==> src/core/io_port_defs.vh <==
// Register offsets, field positions, reset values and pin counts for the configurable I/O port block.
`ifndef IO_PORT_DEFS_VH
`define IO_PORT_DEFS_VH
// Register index within a port's register group (address bits 3:0).
`define REG_INPUT_LEVELS 4'h0
`define REG_OUTPUT_LATCH 4'h1
`define REG_OUTPUT_CELL 4'h2
`define REG_CELL_MASK 4'h3
`define REG_INPUT_CELL 4'h4
`define REG_ENABLE_READBACK 4'h5
`define REG_MODE_CONTROL 4'h6
`define REG_DIRECTION 4'h7
`define REG_DRIVE_SELECT 4'h8
// Port select (address bits 5:4).
`define PORT_A 2'h0
`define PORT_B 2'h1
`define PORT_C 2'h2
`define PORT_D 2'h3
// Reset value of every configuration register.
`define CFG_RESET 8'h00
// Peripheral buffer enable bit in the memory map configuration register.
`define PERIPH_MODE_BIT 7
// Port D pin mask: three pins.
`define PORT_D_MASK 8'h07
// Drive select split on ports A and B: upper nibble open drain, lower slew.
`define AB_OPEN_DRAIN_MASK 8'hf0
`define AB_SLEW_MASK 8'h0f
`endif

==> src/core/io_port_block.v <==
// Configurable four-port I/O block with host registers, address out and peripheral buffer modes.
//
// Behaviour
// - Logic I/O pin tri-stated by term and direction 0
// - Address out needs enable term or direction and mode
// - Non-multiplexed bus puts A7-A0 on port B
// - Address inputs latch in input cell on strobe
// - Port A data-bus mode disables its general I/O
// - Config bit 7 makes port A peripheral buffer
// - Peripheral buffer tri-stated without either select
// - Mode, direction and drive registers reset to 00h
// - Register bit n affects only pin n
// - Ports A, B mode 0 host I/O, 1 address
// - Direction 1 output, 0 input, default input
// - Output when direction or enable term is 1
// - Port D uses only three direction bits
// - Drive bit 1 selects open drain, default push-pull
// - Open drain and slew bit split per port
// - Slew bit 1 selects fast edge, default slow
// - Pin input read returns synchronised pin levels
// - Output latch holds, drives and reads back data
// - Output cell read returns cells, write loads unmasked
// - Mask bit 1 blocks output cell loading
// - Enable readback shows each A, B, C pin's effective enable
// - Ports C, D host I/O without mode register
`timescale 1ns/1ps
`default_nettype none
`include "io_port_defs.vh"

// ==========================================================
// Register map and usage notes
// ==========================================================
// Address bits 5:4 pick the port and bits 3:0 the register in its group:
// 0 pin levels, 1 output latch, 2 output cells, 3 cell load mask,
// 4 input cells, 5 enable readback, 6 mode, 7 direction, 8 drive select.
// Writes to a register that a port lacks are ignored, and it reads as zero.
// Pin levels reach the host two clocks late, through the synchroniser.
// Input cells load three clocks after the strobe falls, for the same reason.
// Open drain pins only pull low; a high output value releases the pin.
// Host software must keep direction bits clear on pins that feed the
// logic array, or the block and the outside source fight over the wire.

module io_port_block
(
   input wire clock,
   input wire arst_n,
   // Host register access.
   input wire [5:0] host_addr,
   input wire host_wr,
   input wire host_rd,
   input wire [7:0] host_wdata,
   output reg [7:0] host_rdata,
   // Host data bus for data-port and peripheral modes.
   input wire [7:0] host_data_out,
   output wire [7:0] host_data_in,
   input wire host_data_drive,
   input wire host_addr_nonmux,
   input wire [7:0] host_low_addr,
   input wire [7:0] host_high_addr,
   input wire address_latch_strobe,
   // Static configuration from programming.
   input wire data_port_mode,
   input wire [7:0] memory_map_config_register,
   input wire periph_select_first,
   input wire periph_select_second,
   // Logic array terms, one set per port: A in 7:0, B 15:8, C 23:16, D 26:24.
   input wire [26:0] logic_oe_term,
   input wire [26:0] logic_out_en,
   input wire [26:0] logic_out_data,
   input wire [23:0] addr_input_sel,
   output wire [23:0] input_cell_out,
   output wire [26:0] pin_sync_levels,
   // Pins.
   input wire [26:0] pin_in,
   output wire [26:0] pin_out,
   output wire [26:0] pin_oe_n,
   output wire [26:0] pin_fast_slew
);

   // ==========================================================
   // Storage
   // ==========================================================
   reg [7:0] mode_q [0:1];
   reg [7:0] dir_q [0:3];
   reg [7:0] drive_q [0:3];
   reg [7:0] latch_q [0:3];
   reg [7:0] cell_q [0:2];
   reg [7:0] mask_q [0:2];
   reg [7:0] icell_q [0:2];
   reg [26:0] sync1_q;
   reg [26:0] sync2_q;
   reg strobe1_q;
   reg strobe2_q;
   reg strobe3_q;
   reg [7:0] rdata_d;
   wire [31:0] pins_w;
   wire [31:0] oe_w;
   wire [31:0] term_w;
   wire [31:0] lgen_w;
   wire [31:0] lgdat_w;
   wire [1:0] port_w;
   wire [3:0] reg_w;
   wire strobe_rise_w;
   wire periph_on_w;
   wire periph_drive_w;
   integer i;

   // Per-bit masks held as vectors, so that one bit is picked by pin index.
   localparam [7:0] PORT_D_PINS = `PORT_D_MASK;
   localparam [7:0] OPEN_DRAIN_BITS = `AB_OPEN_DRAIN_MASK;
   localparam [7:0] SLEW_BITS = `AB_SLEW_MASK;

   assign port_w = host_addr[5:4];
   assign reg_w = host_addr[3:0];
   assign pins_w = {5'h00, sync2_q};
   assign term_w = {5'h00, logic_oe_term};
   assign lgen_w = {5'h00, logic_out_en};
   assign lgdat_w = {5'h00, logic_out_data};

   // Two-stage synchroniser on pins, three-stage delay chain on the address strobe.
   always @(posedge clock or negedge arst_n)
   begin
      if (!arst_n)
      begin
         sync1_q <= 27'h0000000;
         sync2_q <= 27'h0000000;
         strobe1_q <= 1'b0;
         strobe2_q <= 1'b0;
         strobe3_q <= 1'b0;
      end
      else
      begin
         sync1_q <= pin_in;
         sync2_q <= sync1_q;
         strobe1_q <= address_latch_strobe;
         strobe2_q <= strobe1_q;
         strobe3_q <= strobe2_q;
      end
   end

   // Address is latched on the falling edge of the strobe.
   assign strobe_rise_w = strobe3_q & ~strobe2_q;

   // ==========================================================
   // Host writes
   // ==========================================================
   // Configuration and data registers; data latches also clear at reset.
   always @(posedge clock or negedge arst_n)
   begin
      if (!arst_n)
      begin
         for (i = 0; i < 4; i = i + 1)
         begin
            dir_q[i] <= `CFG_RESET;
            drive_q[i] <= `CFG_RESET;
            latch_q[i] <= 8'h00;
         end
         for (i = 0; i < 3; i = i + 1)
         begin
            cell_q[i] <= 8'h00;
            mask_q[i] <= 8'h00;
         end
         mode_q[0] <= `CFG_RESET;
         mode_q[1] <= `CFG_RESET;
      end
      else
      begin
         if (host_wr)
         begin
            case (reg_w)
               `REG_OUTPUT_LATCH:
               begin
                  latch_q[port_w] <= host_wdata;
               end
               `REG_OUTPUT_CELL:
               begin
                  if (port_w != `PORT_D)
                     cell_q[port_w] <= (cell_q[port_w] & mask_q[port_w]) |
                                       (host_wdata & ~mask_q[port_w]);
               end
               `REG_CELL_MASK:
               begin
                  if (port_w != `PORT_D)
                     mask_q[port_w] <= host_wdata;
               end
               `REG_MODE_CONTROL:
               begin
                  // no mode register on C, D
                  if (port_w == `PORT_A || port_w == `PORT_B)
                     mode_q[port_w[0]] <= host_wdata;
               end
               `REG_DIRECTION:
               begin
                  dir_q[port_w] <= host_wdata;
               end
               `REG_DRIVE_SELECT:
               begin
                  drive_q[port_w] <= host_wdata;
               end
               default:
               begin
               end
            endcase
         end
      end
   end

   // Input cells capture selected address inputs on the strobe.
   always @(posedge clock or negedge arst_n)
   begin
      if (!arst_n)
      begin
         for (i = 0; i < 3; i = i + 1)
            icell_q[i] <= 8'h00;
      end
      else
      begin
         for (i = 0; i < 3; i = i + 1)
         begin
            if (strobe_rise_w)
               icell_q[i] <= (icell_q[i] & ~addr_input_sel[i*8 +: 8]) |
                             (pins_w[i*8 +: 8] & addr_input_sel[i*8 +: 8]);
         end
      end
   end

   assign input_cell_out = {icell_q[2], icell_q[1], icell_q[0]};
   assign pin_sync_levels = sync2_q;

   // ==========================================================
   // Pin drivers
   // ==========================================================
   // peripheral buffer enable
   assign periph_on_w = memory_map_config_register[`PERIPH_MODE_BIT];
   assign periph_drive_w = (periph_select_first | periph_select_second) & host_data_drive;
   assign host_data_in = sync2_q[7:0];

   genvar g;
   generate
      for (g = 0; g < 27; g = g + 1)
      begin : pin_g
         localparam integer P = g / 8;
         localparam integer B = g % 8;
         wire dir_w;
         wire mode_w;
         wire addr_oe_w;
         wire gen_oe_w;
         wire gen_val_w;
         wire addr_bit_w;
         wire od_w;
         wire drive_val_w;
         wire drive_en_w;
         assign dir_w = (P == 3) ? (dir_q[3][B] & PORT_D_PINS[B]) : dir_q[P][B];
         // mode on A and B only
         assign mode_w = (P < 2) ? mode_q[P % 2][B] : 1'b0;
         // low address on port B when non-multiplexed
         assign addr_bit_w = (P == 1 && host_addr_nonmux) ? host_low_addr[B] :
                             (P == 0) ? host_low_addr[B] : host_high_addr[B];
         assign addr_oe_w = term_w[g] | (dir_w & mode_w);
         // direction or term; via the same OR
         assign gen_oe_w = dir_w | term_w[g];
         // latch or logic array data onto the pin
         assign gen_val_w = lgen_w[g] ? lgdat_w[g] : latch_q[P][B];
         if (P == 0)
         begin : pa_g
            assign drive_en_w = (data_port_mode | periph_on_w) ? periph_drive_w :
                                (mode_w ? addr_oe_w : gen_oe_w);
            assign drive_val_w = (data_port_mode | periph_on_w) ? host_data_out[B] :
                                 (mode_w ? addr_bit_w : gen_val_w);
         end
         else
         begin : pbcd_g
            assign drive_en_w = mode_w ? addr_oe_w : gen_oe_w;
            assign drive_val_w = mode_w ? addr_bit_w : gen_val_w;
         end
         assign od_w = (P == 2) ? drive_q[2][B] :
                       (P < 2) ? (drive_q[P][B] & OPEN_DRAIN_BITS[B]) : 1'b0;
         assign pin_fast_slew[g] = (P == 2) ? 1'b0 :
                                   (P < 2) ? (drive_q[P][B] & SLEW_BITS[B]) :
                                   drive_q[3][B];
         assign pin_out[g] = od_w ? 1'b0 : drive_val_w;
         assign pin_oe_n[g] = ~(drive_en_w & (~od_w | ~drive_val_w));
         assign oe_w[g] = drive_en_w;
      end
   endgenerate
   assign oe_w[31:27] = 5'h00;

   // ==========================================================
   // Host reads
   // ==========================================================
   // Read multiplexer; unmapped reads return zero.
   always @*
   begin
      rdata_d = 8'h00;
      case (reg_w)
         `REG_INPUT_LEVELS:
         begin
            rdata_d = pins_w[port_w*8 +: 8];
         end
         `REG_OUTPUT_LATCH:
         begin
            rdata_d = latch_q[port_w];
         end
         // output cell states, none on port D
         `REG_OUTPUT_CELL:
         begin
            if (port_w != `PORT_D)
               rdata_d = cell_q[port_w];
         end
         // load mask, none on port D
         `REG_CELL_MASK:
         begin
            if (port_w != `PORT_D)
               rdata_d = mask_q[port_w];
         end
         // input cell states, none on port D
         `REG_INPUT_CELL:
         begin
            if (port_w != `PORT_D)
               rdata_d = icell_q[port_w];
         end
         // effective enables, none on port D
         `REG_ENABLE_READBACK:
         begin
            if (port_w != `PORT_D)
               rdata_d = oe_w[port_w*8 +: 8];
         end
         // mode register on ports A and B only
         `REG_MODE_CONTROL:
         begin
            if (port_w == `PORT_A || port_w == `PORT_B)
               rdata_d = mode_q[port_w[0]];
         end
         `REG_DIRECTION:
         begin
            rdata_d = dir_q[port_w];
         end
         `REG_DRIVE_SELECT:
         begin
            rdata_d = drive_q[port_w];
         end
         default:
         begin
            rdata_d = 8'h00;
         end
      endcase
   end

   // Read data registered one cycle after the read strobe.
   always @(posedge clock or negedge arst_n)
   begin
      if (!arst_n)
         host_rdata <= 8'h00;
      else if (host_rd)
         host_rdata <= rdata_d;
   end

endmodule
`default_nettype wire

==> config.mk <==
export PLATFORM = sky130hd
export DESIGN_NAME = io_port_block
export DESIGN_NICKNAME = d
export VERILOG_FILES = /design/src/core/io_port_block.v
export VERILOG_INCLUDE_DIRS = /design/src /design/src/core
export SDC_FILE = /design/constraint.sdc
export NUM_CORES = 1
export LEC_CHECK = 0
export BUFFER_PORTS_ARGS = -buffer_cell sky130_fd_sc_hd__buf_2
export CAP_MARGIN = 20
export CORE_UTILIZATION = 50
export DETAILED_ROUTE_END_ITERATION = 6
export HOLD_SLACK_MARGIN = 0.1
export PLACE_DENSITY = 0.77
export SLEW_MARGIN = 10
export SYNTH_ARGS = -nofsm -noshare
export SYNTH_HDL_FRONTEND = slang
export SYNTH_SLANG_ARGS = --single-unit
==> constraint.sdc <==
create_clock -name clock -period 5.3 [get_ports clock]
set_clock_uncertainty 0.1 [all_clocks]
set_input_delay 0.53 -clock clock [delete_from_list [all_inputs] [get_ports clock]]
set_output_delay 0.53 -clock clock [all_outputs]
set_load 0.005 [all_outputs]
==> results_dict.tcl <==
set metrics [dict create \
    synth_area_mm2 0.0122 \
    leakagePower_nw 7.17 \
    synthFlopType "dfrtp_1" \
    cts-htree-levels 1 \
    grt_pass1_wl_um 52100 \
    synth_cells 1021 \
    crit_chain "buf_4, buf_4, mux4_2, a32oi_1, o211ai_1, nor4_1, o2bb2ai_1" \
    ys_types 61 \
    hp-class "input pin to register" \
    synthTopCellsByCount "dfrtp_1 (249), mux2_2 (137), nand2_1 (110), o21ai_0 (67), mux2i_1 (59)" \
    crit_path_start_kind "input pin" \
    synth.top_cell.area_share_pct 51.1 \
    netlist.top_cell.by_area "dfrtp_1" \
    p_per_area_mw_per_mm2 341 \
    drtPass1Iterations 5 \
    cts_tree "done" \
    yosysWarnings 0 \
    grt_max_degree 131 \
    vias 9505 \
    async_reset_ff_share_pct 100 \
    fin_crit_sh_pct 52.7 \
    hold_viol 0 \
    synth_fa_ha_area_share_pct 0 \
    nNetsFinal 1501 \
    synth-seq-cells 249 \
    drt-vias-per-instance 5.76 \
    gp_congestion 0.887 \
    cpMaxStageDelayCell "buf_4" \
    required_ns 5.60 \
    synth_compound_area_share_pct 11.1 \
    synthTopCellsByArea "dfrtp_1 (51%), mux2_2 (13%), mux2i_1 (4.8%)" \
    min_period_ns 2.79 \
    worst-path-max-fanout 57 \
    synth_simple_gate_area_share_pct 8.26 \
    die_x_um 158 \
    area_growth_pct 22.3 \
    core_mm2 0.0237 \
    layout-drive-gt1-share_pct 40.8 \
    antenna_found_initial 0 \
    critPathKind "input pin to register" \
    cts.reportedPaths.clkPinSlew_ns 0.06 \
    fp-row-count 56 \
    synth_top_family_by_area "multiplexers" \
    cts.sinks 249 \
    post_dp_cell_area_mm2 0.0137 \
    rsz0062_at_grt "no" \
    fin_area_mm2 0.0149 \
    hpwl_um 24100 \
    hold-worst-slack_ns 0.215 \
    setup_violations 0 \
    ir_drop_mv 0.254 \
    port_buffers 312 \
    numCtsBuffers 26 \
    gr-total-overflow 0 \
    nFillCells 1913 \
    cpPeakStageDelay_ns 0.61 \
    synth.yosys.seq_area_share_pct 51.1 \
    synthMuxAreaShare_pct 23.8 \
    slew_headroom_pct 29.2 \
    ios 336 \
    ctsRootBufferMaster "clkbuf_16" \
    drv_slew 0 \
    ant_nets 0 \
    fp.dieArea_mm2 0.0250 \
    cp.arrival_ns 3.09 \
    cts_setup_buffers 0 \
    grt_use_total_pct 27.8 \
    drc 0 \
    tightest_slew_ns 1.05 \
    status "completed" \
    setup_tns_ns 0 \
    drt-initial-drc-count 561 \
    wl_per_cell_um 20.8 \
    wl_um 34300 \
    clock.fmax_mhz 358 \
    synth_edf_count 0 \
    synth_most_common_cell "dfrtp_1" \
    final_util_pct 62.9 \
    grt_pass1_vias 9456 \
    endpoint_kind "register" \
    initial_utilization_pct 51.5 \
    cp_common_cell "buf_4" \
    cap_violations 0 \
    clkLatencyLatePin_ns 0.53 \
    avgSynthCellArea_um2 11.9 \
    synth-xor-area-share_pct 0 \
    fp.dieH_um 158 \
    cts.path.max_buffers 3 \
]
[path summary, 6_finish.rpt]
kind | start | to | slack, ns | cells after the start
setup / recovery | host_addr[4] | host_rdata[4]$_DFFE_PN0P_ | 2.51 | 7
hold / removal | addr_input_sel[20] | register | 0.21 | 3
setup reg to reg | dir_q[31]$_DFFE_PN0P_ | host_rdata[7]$_DFFE_PN0P_ | 3.26 | 5
hold reg to reg | sync1_q[1]$_DFF_PN0_ | pin_sync_levels[1]$_DFF_PN0_ | 0.24 | 0
max in group asynchronous | arst_n | drive_q[22]$_DFFE_PN0P_ | 3.31 | 3
min in group asynchronous | arst_n | sync1_q[8]$_DFF_PN0_ | 0.58 | 2
[cells by family (layout without fill, tap and decap cells)]
logic type             Yosys count  count (layout)
other                            1              17
AOI/OAI and AO/OA              207             207
buffers and inverters          122             417
DFF                            249             249
muxes                          234             234
and+or+nand+nor                208             208
[final cells by class]
cell class                 instances  area [um2]  area share, %
timing repair buffer             351        1960           13.2
multi-input combinational        665        5330           35.7
inverter                          20        75.1          0.504
tap                              319         399           2.68
clock buffer                      37         763           5.12
clock inverter                     9         150           1.01
antenna                            1        2.50         0.0168
sequential                       249        6230           41.8
[power breakdown]
part	leakage, nW	switching, mW	internal (mW)	total [mW]
Combinational	3.57	0.402	0.431	0.833
Clock	0.443	0.747	1.19	1.94
Sequential	3.15	0.174	2.13	2.31
Total	7.17	1.32	3.75	5.08
[cells in the final DEF, fill, tap and decap left out, types with 11 or more instances in the layout]
| master | instances |
|---|---|
| mux2_2 | 137 |
| mux2i_1 | 59 |
| dlygate4sd3_1 | 29 |
| inv_1 | 18 |
| buf_2 | 309 |
| clkbuf_16 | 27 |
| mux4_2 | 19 |
| dfrtp_1 | 249 |
| nor2_1 | 38 |
| mux2_1 | 11 |
| o22ai_1 | 15 |
| a21oi_1 | 19 |
| o2bb2ai_1 | 20 |
| o21ai_0 | 67 |
| conb_1 | 16 |
| nand2_1 | 110 |
| o21ai_1 | 23 |
[per-layer routing]
metal  global-route usage [%]  wire (um)  vias to the layer above
met3                     6.16       3360                       71
met5                        0          0                        -
met2                     46.1      16600                      508
li1                         -          -                     4243
met1                     36.4      13400                     4683
met4                     8.47        926                        0
[critical path, delay by kind of cell]
kind,cells,cell delay [ns]
buf+inv,2,1.11
mux,1,0.56
compound gates,3,0.46
simple gates,1,0.37
[repair_timing]
item / CTS / global route
hold buffers: 29 / 0
setup endpoints to repair: 0 / 0
endpoints found under the hold margin: 147 / 0
resized for setup: 0 / 0
[flip-flops by register name, indices dropped and copies added (netlist names), named ones only]
name / flops
cell_q: 24
dir_q: 32
drive_q: 21
host_rdata: 8
latch_q: 32
mask_q: 24
mode_q: 16
pin_fast_slew: 11
pin_sync_levels: 27
strobe1_q: 1
strobe2_q: 1
strobe3_q: 1
sync1_q: 27
[metrics by stage]
stage	worst slack [ns]	power, mW	instances
after floorplan	3.09	2.80	1036
final	2.51	5.08	1651
after detailed placement	1.96	3.15	1573
after global placement	1.95	3.12	1573
after CTS	2.50	5.09	1648
after global routing	2.31	5.29	1650
(Power assumes the default switching activity.)
